## src/verilog/pscc_defs.vh

```
// register indices, field positions, reset values and timing counts
`ifndef PSCC_DEFS_VH
`define PSCC_DEFS_VH

// ----------------------------------------------------------------------
// register indices (byte address is four times the index)
// ----------------------------------------------------------------------
`define PSCC_IDX_PLL_STATUS   15'h7011
`define PSCC_IDX_FAST_PRESC   15'h701a
`define PSCC_IDX_SLOW_PRESC   15'h701b
`define PSCC_IDX_GATE_0       15'h701c
`define PSCC_IDX_GATE_1       15'h701d
`define PSCC_IDX_LOW_POWER    15'h701e
`define PSCC_IDX_GATE_3       15'h7020
`define PSCC_IDX_PLL_MULT     15'h7021
`define PSCC_IDX_SYS_STATUS   15'h7022
`define PSCC_IDX_WDOG_COUNT   15'h7023
`define PSCC_IDX_WDOG_KEY     15'h7025
`define PSCC_IDX_WDOG_CTRL    15'h7029
`define PSCC_IDX_PWM_REMAP    15'h702e

// ----------------------------------------------------------------------
// fields
// ----------------------------------------------------------------------
`define PSCC_LOCK_BIT         0
`define PSCC_PLL_OFF_BIT      2
`define PSCC_OUTPUT_DIVIDER_SELECT_LSB       7
`define PSCC_OUTPUT_DIVIDER_SELECT_MSB       8
`define PSCC_MULT_MSB         3
`define PSCC_MULT_MAX         4'ha
`define PSCC_LPM_MSB          1

// ----------------------------------------------------------------------
// reset values
// ----------------------------------------------------------------------
`define PSCC_RST_WORD         16'h0000
`define PSCC_RST_MULT         4'h0
`define PSCC_RST_OUTPUT_DIVIDER_SELECT       2'h0
`define PSCC_RST_FAST_PRESC   16'h0001
`define PSCC_RST_SLOW_PRESC   16'h0002
`define PSCC_RST_LOW_POWER    16'h00fc

// ----------------------------------------------------------------------
// timing
// ----------------------------------------------------------------------
`define PSCC_LOCK_OSC_CYCLES  131072
`define PSCC_GATE_DELAY_TICKS 2

`endif

```

## src/verilog/pscc_clock_control.v

```verilog
// system clock control: pll ratio, output divider, gates, low power
//
// Design decision made here: the Wishbone slave port.
`timescale 1ns/100ps
`include "pscc_defs.vh"

module pscc_clock_control #(
  parameter LOCK_CYCLES = `PSCC_LOCK_OSC_CYCLES
) (
  input  wire        CLOCK_I,
  input  wire        RESETN_I,
  input  wire        WATCHDOG_RESET_I,
  input  wire        SOFT_RESET_I,
  input  wire        WB_CYC_I,
  input  wire        WB_STB_I,
  input  wire        WB_WE_I,
  input  wire [16:2] WB_ADR_I,
  input  wire [3:0]  WB_SEL_I,
  input  wire [31:0] WB_DAT_I,
  output wire [31:0] WB_DAT_O,
  output wire        WB_ACK_O,
  input  wire [15:0] WDOG_COUNT_I,
  input  wire        LPM_ENTER_I,
  input  wire        WAKE_PIN_I,
  output wire        CPU_CLK_TICK_O,
  output wire        SYSTEM_CLOCK_OUTPUT_O,
  output wire [47:0] PERIPH_CLK_TICK_O,
  output wire [47:0] PERIPH_CLK_EN_O,
  output wire [3:0]  CLK_MULT_O,
  output wire [2:0]  CLK_DIV_O,
  output wire        PLL_LOCK_O,
  output wire [1:0]  LOW_POWER_MODE_O,
  output wire        SLEEP_O,
  output wire [15:0] FAST_PRESC_O,
  output wire [15:0] SLOW_PRESC_O,
  output wire [15:0] WDOG_CTRL_O,
  output wire [15:0] WDOG_KEY_O,
  output wire [15:0] PWM_REMAP_O
);

  // --------------------------------------------------------------------
  // resets
  // --------------------------------------------------------------------
  wire pll_rst  = ~RESETN_I | WATCHDOG_RESET_I;
  wire misc_rst = pll_rst | SOFT_RESET_I;

  // --------------------------------------------------------------------
  // wishbone decode
  // --------------------------------------------------------------------
  reg         ack_q;
  reg  [31:0] rdat_q;
  reg  [15:0] rdat_d;
  wire        req   = WB_CYC_I & WB_STB_I & ~ack_q;
  wire        wr    = req & WB_WE_I;
  wire        wr_lo = wr & WB_SEL_I[0];
  wire        wr_hi = wr & WB_SEL_I[1];

  reg  [15:0] fast_presc_q;
  reg  [15:0] slow_presc_q;
  reg  [15:0] gate0_q;
  reg  [15:0] gate1_q;
  reg  [15:0] gate3_q;
  reg  [15:0] low_power_q;
  reg  [15:0] sys_status_q;
  reg  [15:0] wdog_key_q;
  reg  [15:0] wdog_ctrl_q;
  reg  [15:0] pwm_remap_q;
  reg  [3:0]  mult_q;
  reg  [1:0]  output_divider_select_q;
  reg         pll_off_q;
  reg         lock_q;
  reg  [17:0] lock_cnt_q;

  function [15:0] merge;
    input [15:0] old;
    input [31:0] dat;
    input [3:0]  sel;
    begin
      merge = {sel[1] ? dat[15:8] : old[15:8], sel[0] ? dat[7:0] : old[7:0]};
    end
  endfunction

  wire sel_pll_status = (WB_ADR_I == `PSCC_IDX_PLL_STATUS);
  wire sel_pll_mult   = (WB_ADR_I == `PSCC_IDX_PLL_MULT);

  wire [15:0] pll_status_word = {7'h00, output_divider_select_q, 4'h0, pll_off_q,
                                 1'b0, lock_q};

  always @* begin
    rdat_d = 16'h0000;
    case (WB_ADR_I)
      `PSCC_IDX_PLL_STATUS: rdat_d = pll_status_word;
      `PSCC_IDX_FAST_PRESC: rdat_d = fast_presc_q;
      `PSCC_IDX_SLOW_PRESC: rdat_d = slow_presc_q;
      `PSCC_IDX_GATE_0:     rdat_d = gate0_q;
      `PSCC_IDX_GATE_1:     rdat_d = gate1_q;
      `PSCC_IDX_LOW_POWER:  rdat_d = low_power_q;
      `PSCC_IDX_GATE_3:     rdat_d = gate3_q;
      `PSCC_IDX_PLL_MULT:   rdat_d = {12'h000, mult_q};
      `PSCC_IDX_SYS_STATUS: rdat_d = sys_status_q;
      `PSCC_IDX_WDOG_COUNT: rdat_d = WDOG_COUNT_I;
      `PSCC_IDX_WDOG_KEY:   rdat_d = wdog_key_q;
      `PSCC_IDX_WDOG_CTRL:  rdat_d = wdog_ctrl_q;
      `PSCC_IDX_PWM_REMAP:  rdat_d = pwm_remap_q;
      default:              rdat_d = 16'h0000;
    endcase
  end

  always @(posedge CLOCK_I) begin
    if (~RESETN_I) begin
      ack_q  <= 1'b0;
      rdat_q <= 32'h0000_0000;
    end else begin
      ack_q  <= req;
      rdat_q <= req ? {16'h0000, rdat_d} : 32'h0000_0000;
    end
  end

  assign WB_ACK_O = ack_q;
  assign WB_DAT_O = rdat_q;

  // --------------------------------------------------------------------
  // pll registers, lock counter
  // --------------------------------------------------------------------
  wire [3:0] mult_wr  = WB_DAT_I[`PSCC_MULT_MSB:0];
  wire       mult_ok  = (mult_wr <= `PSCC_MULT_MAX);
  wire       mult_we  = wr_lo & sel_pll_mult & mult_ok;

  always @(posedge CLOCK_I) begin
    if (pll_rst) begin
      mult_q     <= `PSCC_RST_MULT;
      output_divider_select_q   <= `PSCC_RST_OUTPUT_DIVIDER_SELECT;
      pll_off_q  <= 1'b0;
      lock_q     <= 1'b0;
      lock_cnt_q <= 18'h0_0000;
    end else begin
      if (wr_lo & sel_pll_status) begin
        pll_off_q <= WB_DAT_I[`PSCC_PLL_OFF_BIT];
      end
      if (wr & sel_pll_status & WB_SEL_I[0] & WB_SEL_I[1]) begin
        output_divider_select_q <= WB_DAT_I[`PSCC_OUTPUT_DIVIDER_SELECT_MSB:`PSCC_OUTPUT_DIVIDER_SELECT_LSB];
      end
      if (mult_we) begin
        // drop to bypass, restart lock wait
        mult_q     <= mult_wr;
        lock_q     <= 1'b0;
        lock_cnt_q <= 18'h0_0000;
      end else if (~lock_q) begin
        if (lock_cnt_q == LOCK_CYCLES[17:0] - 18'h0_0001) begin
          lock_q <= 1'b1;
        end else begin
          lock_cnt_q <= lock_cnt_q + 18'h0_0001;
        end
      end
    end
  end

  // --------------------------------------------------------------------
  // other registers
  // --------------------------------------------------------------------
  always @(posedge CLOCK_I) begin
    if (misc_rst) begin
      fast_presc_q <= `PSCC_RST_FAST_PRESC;
      slow_presc_q <= `PSCC_RST_SLOW_PRESC;
      gate0_q      <= `PSCC_RST_WORD;
      gate1_q      <= `PSCC_RST_WORD;
      gate3_q      <= `PSCC_RST_WORD;
      low_power_q  <= `PSCC_RST_LOW_POWER;
      sys_status_q <= `PSCC_RST_WORD;
      wdog_key_q   <= `PSCC_RST_WORD;
      wdog_ctrl_q  <= `PSCC_RST_WORD;
      pwm_remap_q  <= `PSCC_RST_WORD;
    end else if (wr_lo | wr_hi) begin
      case (WB_ADR_I)
        `PSCC_IDX_FAST_PRESC:
          fast_presc_q <= merge(fast_presc_q, WB_DAT_I, WB_SEL_I);
        `PSCC_IDX_SLOW_PRESC:
          slow_presc_q <= merge(slow_presc_q, WB_DAT_I, WB_SEL_I);
        `PSCC_IDX_GATE_0:
          gate0_q <= merge(gate0_q, WB_DAT_I, WB_SEL_I);
        `PSCC_IDX_GATE_1:
          gate1_q <= merge(gate1_q, WB_DAT_I, WB_SEL_I);
        `PSCC_IDX_GATE_3:
          gate3_q <= merge(gate3_q, WB_DAT_I, WB_SEL_I);
        `PSCC_IDX_LOW_POWER:
          low_power_q <= merge(low_power_q, WB_DAT_I, WB_SEL_I);
        `PSCC_IDX_SYS_STATUS:
          sys_status_q <= merge(sys_status_q, WB_DAT_I, WB_SEL_I);
        `PSCC_IDX_WDOG_KEY:
          wdog_key_q <= merge(wdog_key_q, WB_DAT_I, WB_SEL_I);
        `PSCC_IDX_WDOG_CTRL:
          wdog_ctrl_q <= merge(wdog_ctrl_q, WB_DAT_I, WB_SEL_I);
        `PSCC_IDX_PWM_REMAP:
          pwm_remap_q <= merge(pwm_remap_q, WB_DAT_I, WB_SEL_I);
        default: begin
        end
      endcase
    end
  end

  // --------------------------------------------------------------------
  // ratio select
  // --------------------------------------------------------------------
  reg  [3:0] num_sel;
  reg  [2:0] den_sel;
  wire       pll_used = lock_q & ~pll_off_q & (mult_q != 4'h0);

  always @* begin
    num_sel = pll_used ? mult_q : 4'h1;
    case (output_divider_select_q)
      2'h2:    den_sel = 3'h2;
      2'h3:    den_sel = 3'h1;
      default: den_sel = 3'h4;
    endcase
  end

  // --------------------------------------------------------------------
  // tick generator
  // --------------------------------------------------------------------
  reg  [3:0] num_q;
  reg  [2:0] den_q;
  reg  [3:0] acc_q;
  reg  [3:0] acc_d;
  wire [4:0] sum   = {1'b0, acc_q} + {1'b0, num_q};
  wire       tick  = (sum >= {2'b00, den_q});
  wire [4:0] rem   = sum - {2'b00, den_q};

  always @* begin
    acc_d = acc_q;
    if (tick) begin
      if (rem >= {2'b00, den_q}) begin
        acc_d = {1'b0, den_q} - 4'h1;
      end else begin
        acc_d = rem[3:0];
      end
    end else begin
      acc_d = sum[3:0];
    end
  end

  always @(posedge CLOCK_I) begin
    if (pll_rst) begin
      num_q <= 4'h1;
      den_q <= 3'h4;
      acc_q <= 4'h0;
    end else begin
      acc_q <= acc_d;
      if (tick) begin
        // new ratio taken only at a tick boundary
        num_q <= num_sel;
        den_q <= den_sel;
      end
    end
  end

  // --------------------------------------------------------------------
  // low power
  // --------------------------------------------------------------------
  reg  wake_s1_q;
  reg  wake_s2_q;
  reg  sleep_q;
  wire deep_mode = (low_power_q[`PSCC_LPM_MSB:0] != 2'h0);

  always @(posedge CLOCK_I) begin
    if (misc_rst) begin
      wake_s1_q <= 1'b0;
      wake_s2_q <= 1'b0;
      sleep_q   <= 1'b0;
    end else begin
      wake_s1_q <= WAKE_PIN_I;
      wake_s2_q <= wake_s1_q;
      if (wake_s2_q) begin
        sleep_q <= 1'b0;
      end else if (LPM_ENTER_I & deep_mode) begin
        sleep_q <= 1'b1;
      end
    end
  end

  // one tick drives cpu and system output
  wire sys_tick = tick & ~sleep_q;

  // --------------------------------------------------------------------
  // peripheral gates
  // --------------------------------------------------------------------
  reg  [47:0] gate_s1_q;
  reg  [47:0] gate_s2_q;

  always @(posedge CLOCK_I) begin
    if (misc_rst) begin
      gate_s1_q <= 48'h0000_0000_0000;
      gate_s2_q <= 48'h0000_0000_0000;
    end else if (sys_tick) begin
      gate_s1_q <= {gate3_q, gate1_q, gate0_q};
      gate_s2_q <= gate_s1_q;
    end
  end

  genvar g;
  generate
    for (g = 0; g < 48; g = g + 1) begin : gen_gate
      assign PERIPH_CLK_TICK_O[g] = sys_tick & gate_s2_q[g];
    end
  endgenerate

  // --------------------------------------------------------------------
  // outputs
  // --------------------------------------------------------------------
  assign CPU_CLK_TICK_O        = sys_tick;
  assign SYSTEM_CLOCK_OUTPUT_O = sys_tick;
  assign PERIPH_CLK_EN_O       = gate_s2_q;
  assign CLK_MULT_O            = num_q;
  assign CLK_DIV_O             = den_q;
  assign PLL_LOCK_O            = lock_q;
  assign LOW_POWER_MODE_O      = low_power_q[`PSCC_LPM_MSB:0];
  assign SLEEP_O               = sleep_q;
  assign FAST_PRESC_O          = fast_presc_q;
  assign SLOW_PRESC_O          = slow_presc_q;
  assign WDOG_CTRL_O           = wdog_ctrl_q;
  assign WDOG_KEY_O            = wdog_key_q;
  assign PWM_REMAP_O           = pwm_remap_q;

endmodule

```

## config.mk

```make
export PLATFORM = sky130hd
export DESIGN_NAME = pscc_clock_control
export DESIGN_NICKNAME = d
export VERILOG_FILES = /design/src/verilog/pscc_clock_control.v
export VERILOG_INCLUDE_DIRS = /design/src /design/src/verilog
export SDC_FILE = /design/constraint.sdc
export NUM_CORES = 1
export LEC_CHECK = 0
export BUFFER_PORTS_ARGS = -buffer_cell sky130_fd_sc_hd__buf_4
export CAP_MARGIN = 25
export CORE_UTILIZATION = 35
export DETAILED_ROUTE_END_ITERATION = 7
export SLEW_MARGIN = 30
export SYNTH_ARGS = -nofsm -noshare
export SYNTH_HDL_FRONTEND = slang
export SYNTH_SLANG_ARGS = --single-unit
export TNS_END_PERCENT = 20
```

## constraint.sdc

```tcl
create_clock -name CLOCK_I -period 7.49 [get_ports CLOCK_I]
set_input_delay 1.498 -clock CLOCK_I [delete_from_list [all_inputs] [get_ports CLOCK_I]]
set_output_delay 1.498 -clock CLOCK_I [all_outputs]
set_load 0.005 [all_outputs]
```

# After elaboration in Yosys (flattened, before gate mapping)
# Cells that the tools add are included.
[op_classes]
n_reduce_logical = 26
magnitude_cmp = 3
mux = 7
n_eq_ne = 16
n_addsub = 4
n_bitwise = 72
[op_table]
columns = ["operator", "n"]
rows = [
  ["$pmux W16 S13", 1],
  ["$eq A15 B15 Y1 const B", 13],
  ["$and A1 B1 Y1", 63],
  ["$reduce_and A3 Y1", 20],
  ["$add A18 B1 Y18 const B", 1],
  ["$eq A18 B17 Y1 const B", 1],
  ["$mux W4", 3],
  ["$ge A5 B3 Y1", 2],
  ["$not A1 Y1", 6],
  ["$pmux W3 S2", 1],
  ["$add A4 B4 Y5", 1],
  ["$sub A5 B3 Y5", 1],
  ["$eq A2 B2 Y1 const B", 2],
  ["$le A4 B4 Y1 const B", 1],
  ["$reduce_and A2 Y1", 2],
  ["$reduce_bool A4 Y1", 1],
  ["$reduce_or A2 Y1", 2],
  ["$sub A3 B1 Y4 const B", 1],
  ["$or A1 B1 Y1", 3],
  ["$mux W1", 2],
  ["$reduce_bool A2 Y1", 1],
]
[totals]
regBits = 329
out_inout_bits = 222

# Depth between registers and ports, before layout
[depth]
ltp_word = 7
mapped_depth = 14
ltp_nobuf = 11

# Worst setup path after synthesis
# OpenSTA, ideal clock, no wires.
[synth_path]
kind = "reg2out"
start = "register num_q[0], in the netlist CLK_MULT_O[0]"
end = "output port PERIPH_CLK_TICK_O[0]"
path_slack_ns = 3.650
path_stages_with_launch = 12
arrival_time_ns = 2.342
cell_sequence = "dfxtp_1 ha_1 fa_1 ha_1 a21o_1 a21oi_1 nand3_1 nand2b_1 buf_2 inv_2 clkbuf_1 and2_1"
[synth_between]
elab_chain_cells = 4
[synth_lines]
columns = ["item", "line", "source"]
rows = [
  ["start: declaration", "pscc_clock_control.v:220", "reg [3:0] num_q;"],
  ["start signal: assignment", "pscc_clock_control.v:250", "num_q <= num_sel;"],
  ["$add A4 B4 Y5", "pscc_clock_control.v:224", "wire [4:0] sum = {1'b0, acc_q} + {1'b0, num_q};"],
  ["$ge A5 B3 Y1", "pscc_clock_control.v:225", "wire tick = (sum >= {2'b00, den_q});"],
  ["$and A1 B1 Y1", "pscc_clock_control.v:281", "wire sys_tick = tick & ~sleep_q;"],
  ["via CPU_CLK_TICK_O", "pscc_clock_control.v:25", "output wire CPU_CLK_TICK_O,"],
  ["$and A1 B1 Y1", "pscc_clock_control.v:302", "assign PERIPH_CLK_TICK_O[g] = sys_tick & gate_s2_q[g];"],
  ["end: declaration", "pscc_clock_control.v:27", "output wire [47:0] PERIPH_CLK_TICK_O,"],
]
# The timed path passes the listed nets, and every way through them passes these cells.

# Worst setup path after layout
[layout_path]
start = "register num_q[0], in the netlist CLK_MULT_O[0]"
end = "output port PERIPH_CLK_TICK_O[46]"
[layout_between]
elab_chain_cells = 4
[layout_lines]
columns = ["item", "line"]
rows = [
  ["$add A4 B4 Y5", "pscc_clock_control.v:224"],
  ["$ge A5 B3 Y1", "pscc_clock_control.v:225"],
  ["$and A1 B1 Y1", "pscc_clock_control.v:281"],
  ["$and A1 B1 Y1", "pscc_clock_control.v:302"],
]
# Every way passes these cells.

==> results.cfg <==
[status]
status = finished clean

[clock_network]
clkLatencyLatePin_ps = 530
clock_path_buffers = 3
clock_sinks = 313
postCtsSetupBuffers = 0
cts-hold-fix-buffers = 0
path_clk_slew_ps = 60
cts.repair.resized = 0
cts_max_level = 2
numCtsBuffers = 35
root_buffer = clkbuf_16
tritoncts = yes

[grt]
antenna_found_initial = 1
grt_usage_pct = 22.6
grt-ovfl-total = 0
grt_pass1_vias = 11100
grt_pass1_wl_um = 67000
grt_start_max_net_pins = 140

[min_path]
hp-class = register to register

[finish]
finalNonFillerCells = 2259
drive_above_1_share_pct = 20.2
area_delta_synth_final_pct = 26.3
num-nets-final = 1855
final_cell_area_mm2 = 0.0166

[critical_path]
worstSetupPathType = register to output port
endpoint_kind = output port
worst-endpoint-required_ps = 5990
crit_top_cell = ha_1
crit_arrival_ps = 3720
crit_chain = ha_1 > fa_1 > xor2_1 > ha_1 > a21oi_1 > nand3_1 > nand2b_4 > inv_4 > and2_1 > buf_4
cp_max_fo = 92
slowest_delay_ps = 480
critPathBufInv = 2
slowest_stage = nand3_1
startpoint_type = register
critPathTopFamily = simple AND/OR/NAND/NOR gates

[timing]
setup_slack_ps = 2270
period_share_pct = 69.6
period_minus_slack_ps = 5220
fin_tns_setup_ps = 0
slew_viol_final = 0
hold_viol = 0
max_freq_mhz = 192
setup_viol = 0
relSlewSlack_pct = 36.9
finClkSkew_ps = 25.1
grt_setup_unrepaired = false
tightest_slew_ps = 946

[synthesis]
ys_seq_area_share_pct = 47.8
synth_top_area_cell = dfxtp_1
synth_edf_count = 0
ys_warn_count = 0
synth.top_cell.area_share_pct = 47.8
postSynthCellCount = 1566
ys.flop_type = dfxtp_1
yosysMostFrequentCell = nand2_1
ys_ff_latch = 313
netlist-cell-type-count = 61
ys_top_cells_by_area = dfxtp_1 (48%), nand2_1 (12%), a21oi_1 (7.3%), mux2i_1 (6.6%), nor2_1 (3.2%)
synth.avg_cell_area_um2 = 8.38
synth_async_sr_flop_share_pct = 0
syn_area_mm2 = 0.0131
synth_common_cells = nand2_1 (410), dfxtp_1 (313), a21oi_1 (191)

[placed_design]
portBuffers = 263
dp_hpwl_um = 31200
dp_worst_setup_slack_ps = 2790
gp_congestion = 0.864
dp_cells = 2195
placed_cell_area_mm2 = 0.0153

[detailed_routing]
vias_per_cell = 5.31
drt-total-wl_um = 44400
dr.pass1.iters = 5
vias = 12000
drc = 0
drtAntennaViolNets = 0
wl_per_cell_um = 19.7
drt_iter0_drc = 1242

[floorplan]
dieHeight_um = 196
ios = 298
die_w_um = 196
dieArea_mm2 = 0.0383
row_count = 70
start_util_pct = 35.7
core_area_mm2 = 0.0368

[pwr]
worst_ir_drop_vdd_mv = 0.165
power_leakage_uw = 0.00600
p_per_area_mw_per_mm2 = 219
power_uw = 3620

[run]
maxCapViolCount = 0
==> worst register-to-register path, cell delays in order, from the launching register on <==
cell and delay [ps]:
dfxtp_1 330, ha_1 240, fa_1 410, xor2_1 200, ha_1 330, a21oi_1 90
nand3_1 450, nand2b_4 130, inv_4 530, buf_4 680, nand2_1 210, a21oi_1 150
==> metal layers <==
layer	up-vias	wire length (um)	global-route usage, %
met5	-	0	0
met4	0	1210	7.32
met3	74	3650	5.34
met2	512	19600	34.3
met1	5700	19900	31.6
li1	5720	-	-
==> path summary, 6_finish.rpt <==
path,slack [ps],cells after the start,start,endpoint
setup / recovery,2270,10,CLK_MULT_O[0]$_SDFFE_PP1N_,PERIPH_CLK_TICK_O[46]
hold / removal,400,1,wake_s2_q$_SDFF_PP0_,SLEEP_O$_SDFFE_PP0P_
setup reg to reg,3690,11,CLK_MULT_O[0]$_SDFFE_PP1N_,PERIPH_CLK_EN_O[37]$_SDFFE_PP0P_
hold reg to reg,400,1,wake_s2_q$_SDFF_PP0_,SLEEP_O$_SDFFE_PP0P_
==> power by group <==
group	internal [uW]	total (uW)	switching, uW
clock network	1120	1850	724
logic	34.3	111	76.4
registers	1670	1670	1.26
==> cells in the final DEF (no fill, tap or decap), drive strengths merged, types with 13 or more instances in the layout <==
master    n
a21oi   191
a221oi   21
a222oi   19
a22o     17
and2     60
buf     275
clkbuf   46
conb     16
dfxtp   313
inv      13
mux2i    86
nand2   410
nand3    35
nor2    115
nor3     19
xor2     14
==> final cells by class <==
cell class	count	area (um^2)
sequential	313	6270
timing repair buffer	275	2110
clock buffer	46	997
clock inverter	16	250
fill	3617	20200
inverter	11	43.8
antenna	1	2.50
multi-input combinational	1129	6310
tap	468	586
==> stage by stage <==
stage | hold WS [ps] | utilization [%]
CTS | 408 | 44.9
detailed placement | 387 | 41.5
finish | 401 | 45.0
floorplan | 376 | -
global route | 407 | 45.0
global placement | 378 | 41.4
==> cells by family (layout without fill, tap and decap cells) <==
kind of cell | Yosys count | in the layout | share of synthesized area [%]
adders and majority gates | 14 | 14 | 1.45
muxes | 86 | 86 | 6.56
and+or+nand+nor | 686 | 686 | 23.3
buffers and inverters | 139 | 348 | 4.93
AOI/OAI and AO/OA | 307 | 307 | 14.6
DFF | 313 | 313 | 47.8
other | 1 | 17 | 0.0286
xor gates and xnor gates | 20 | 20 | 1.34
Note: power is estimated with default switching activity, not from simulation.
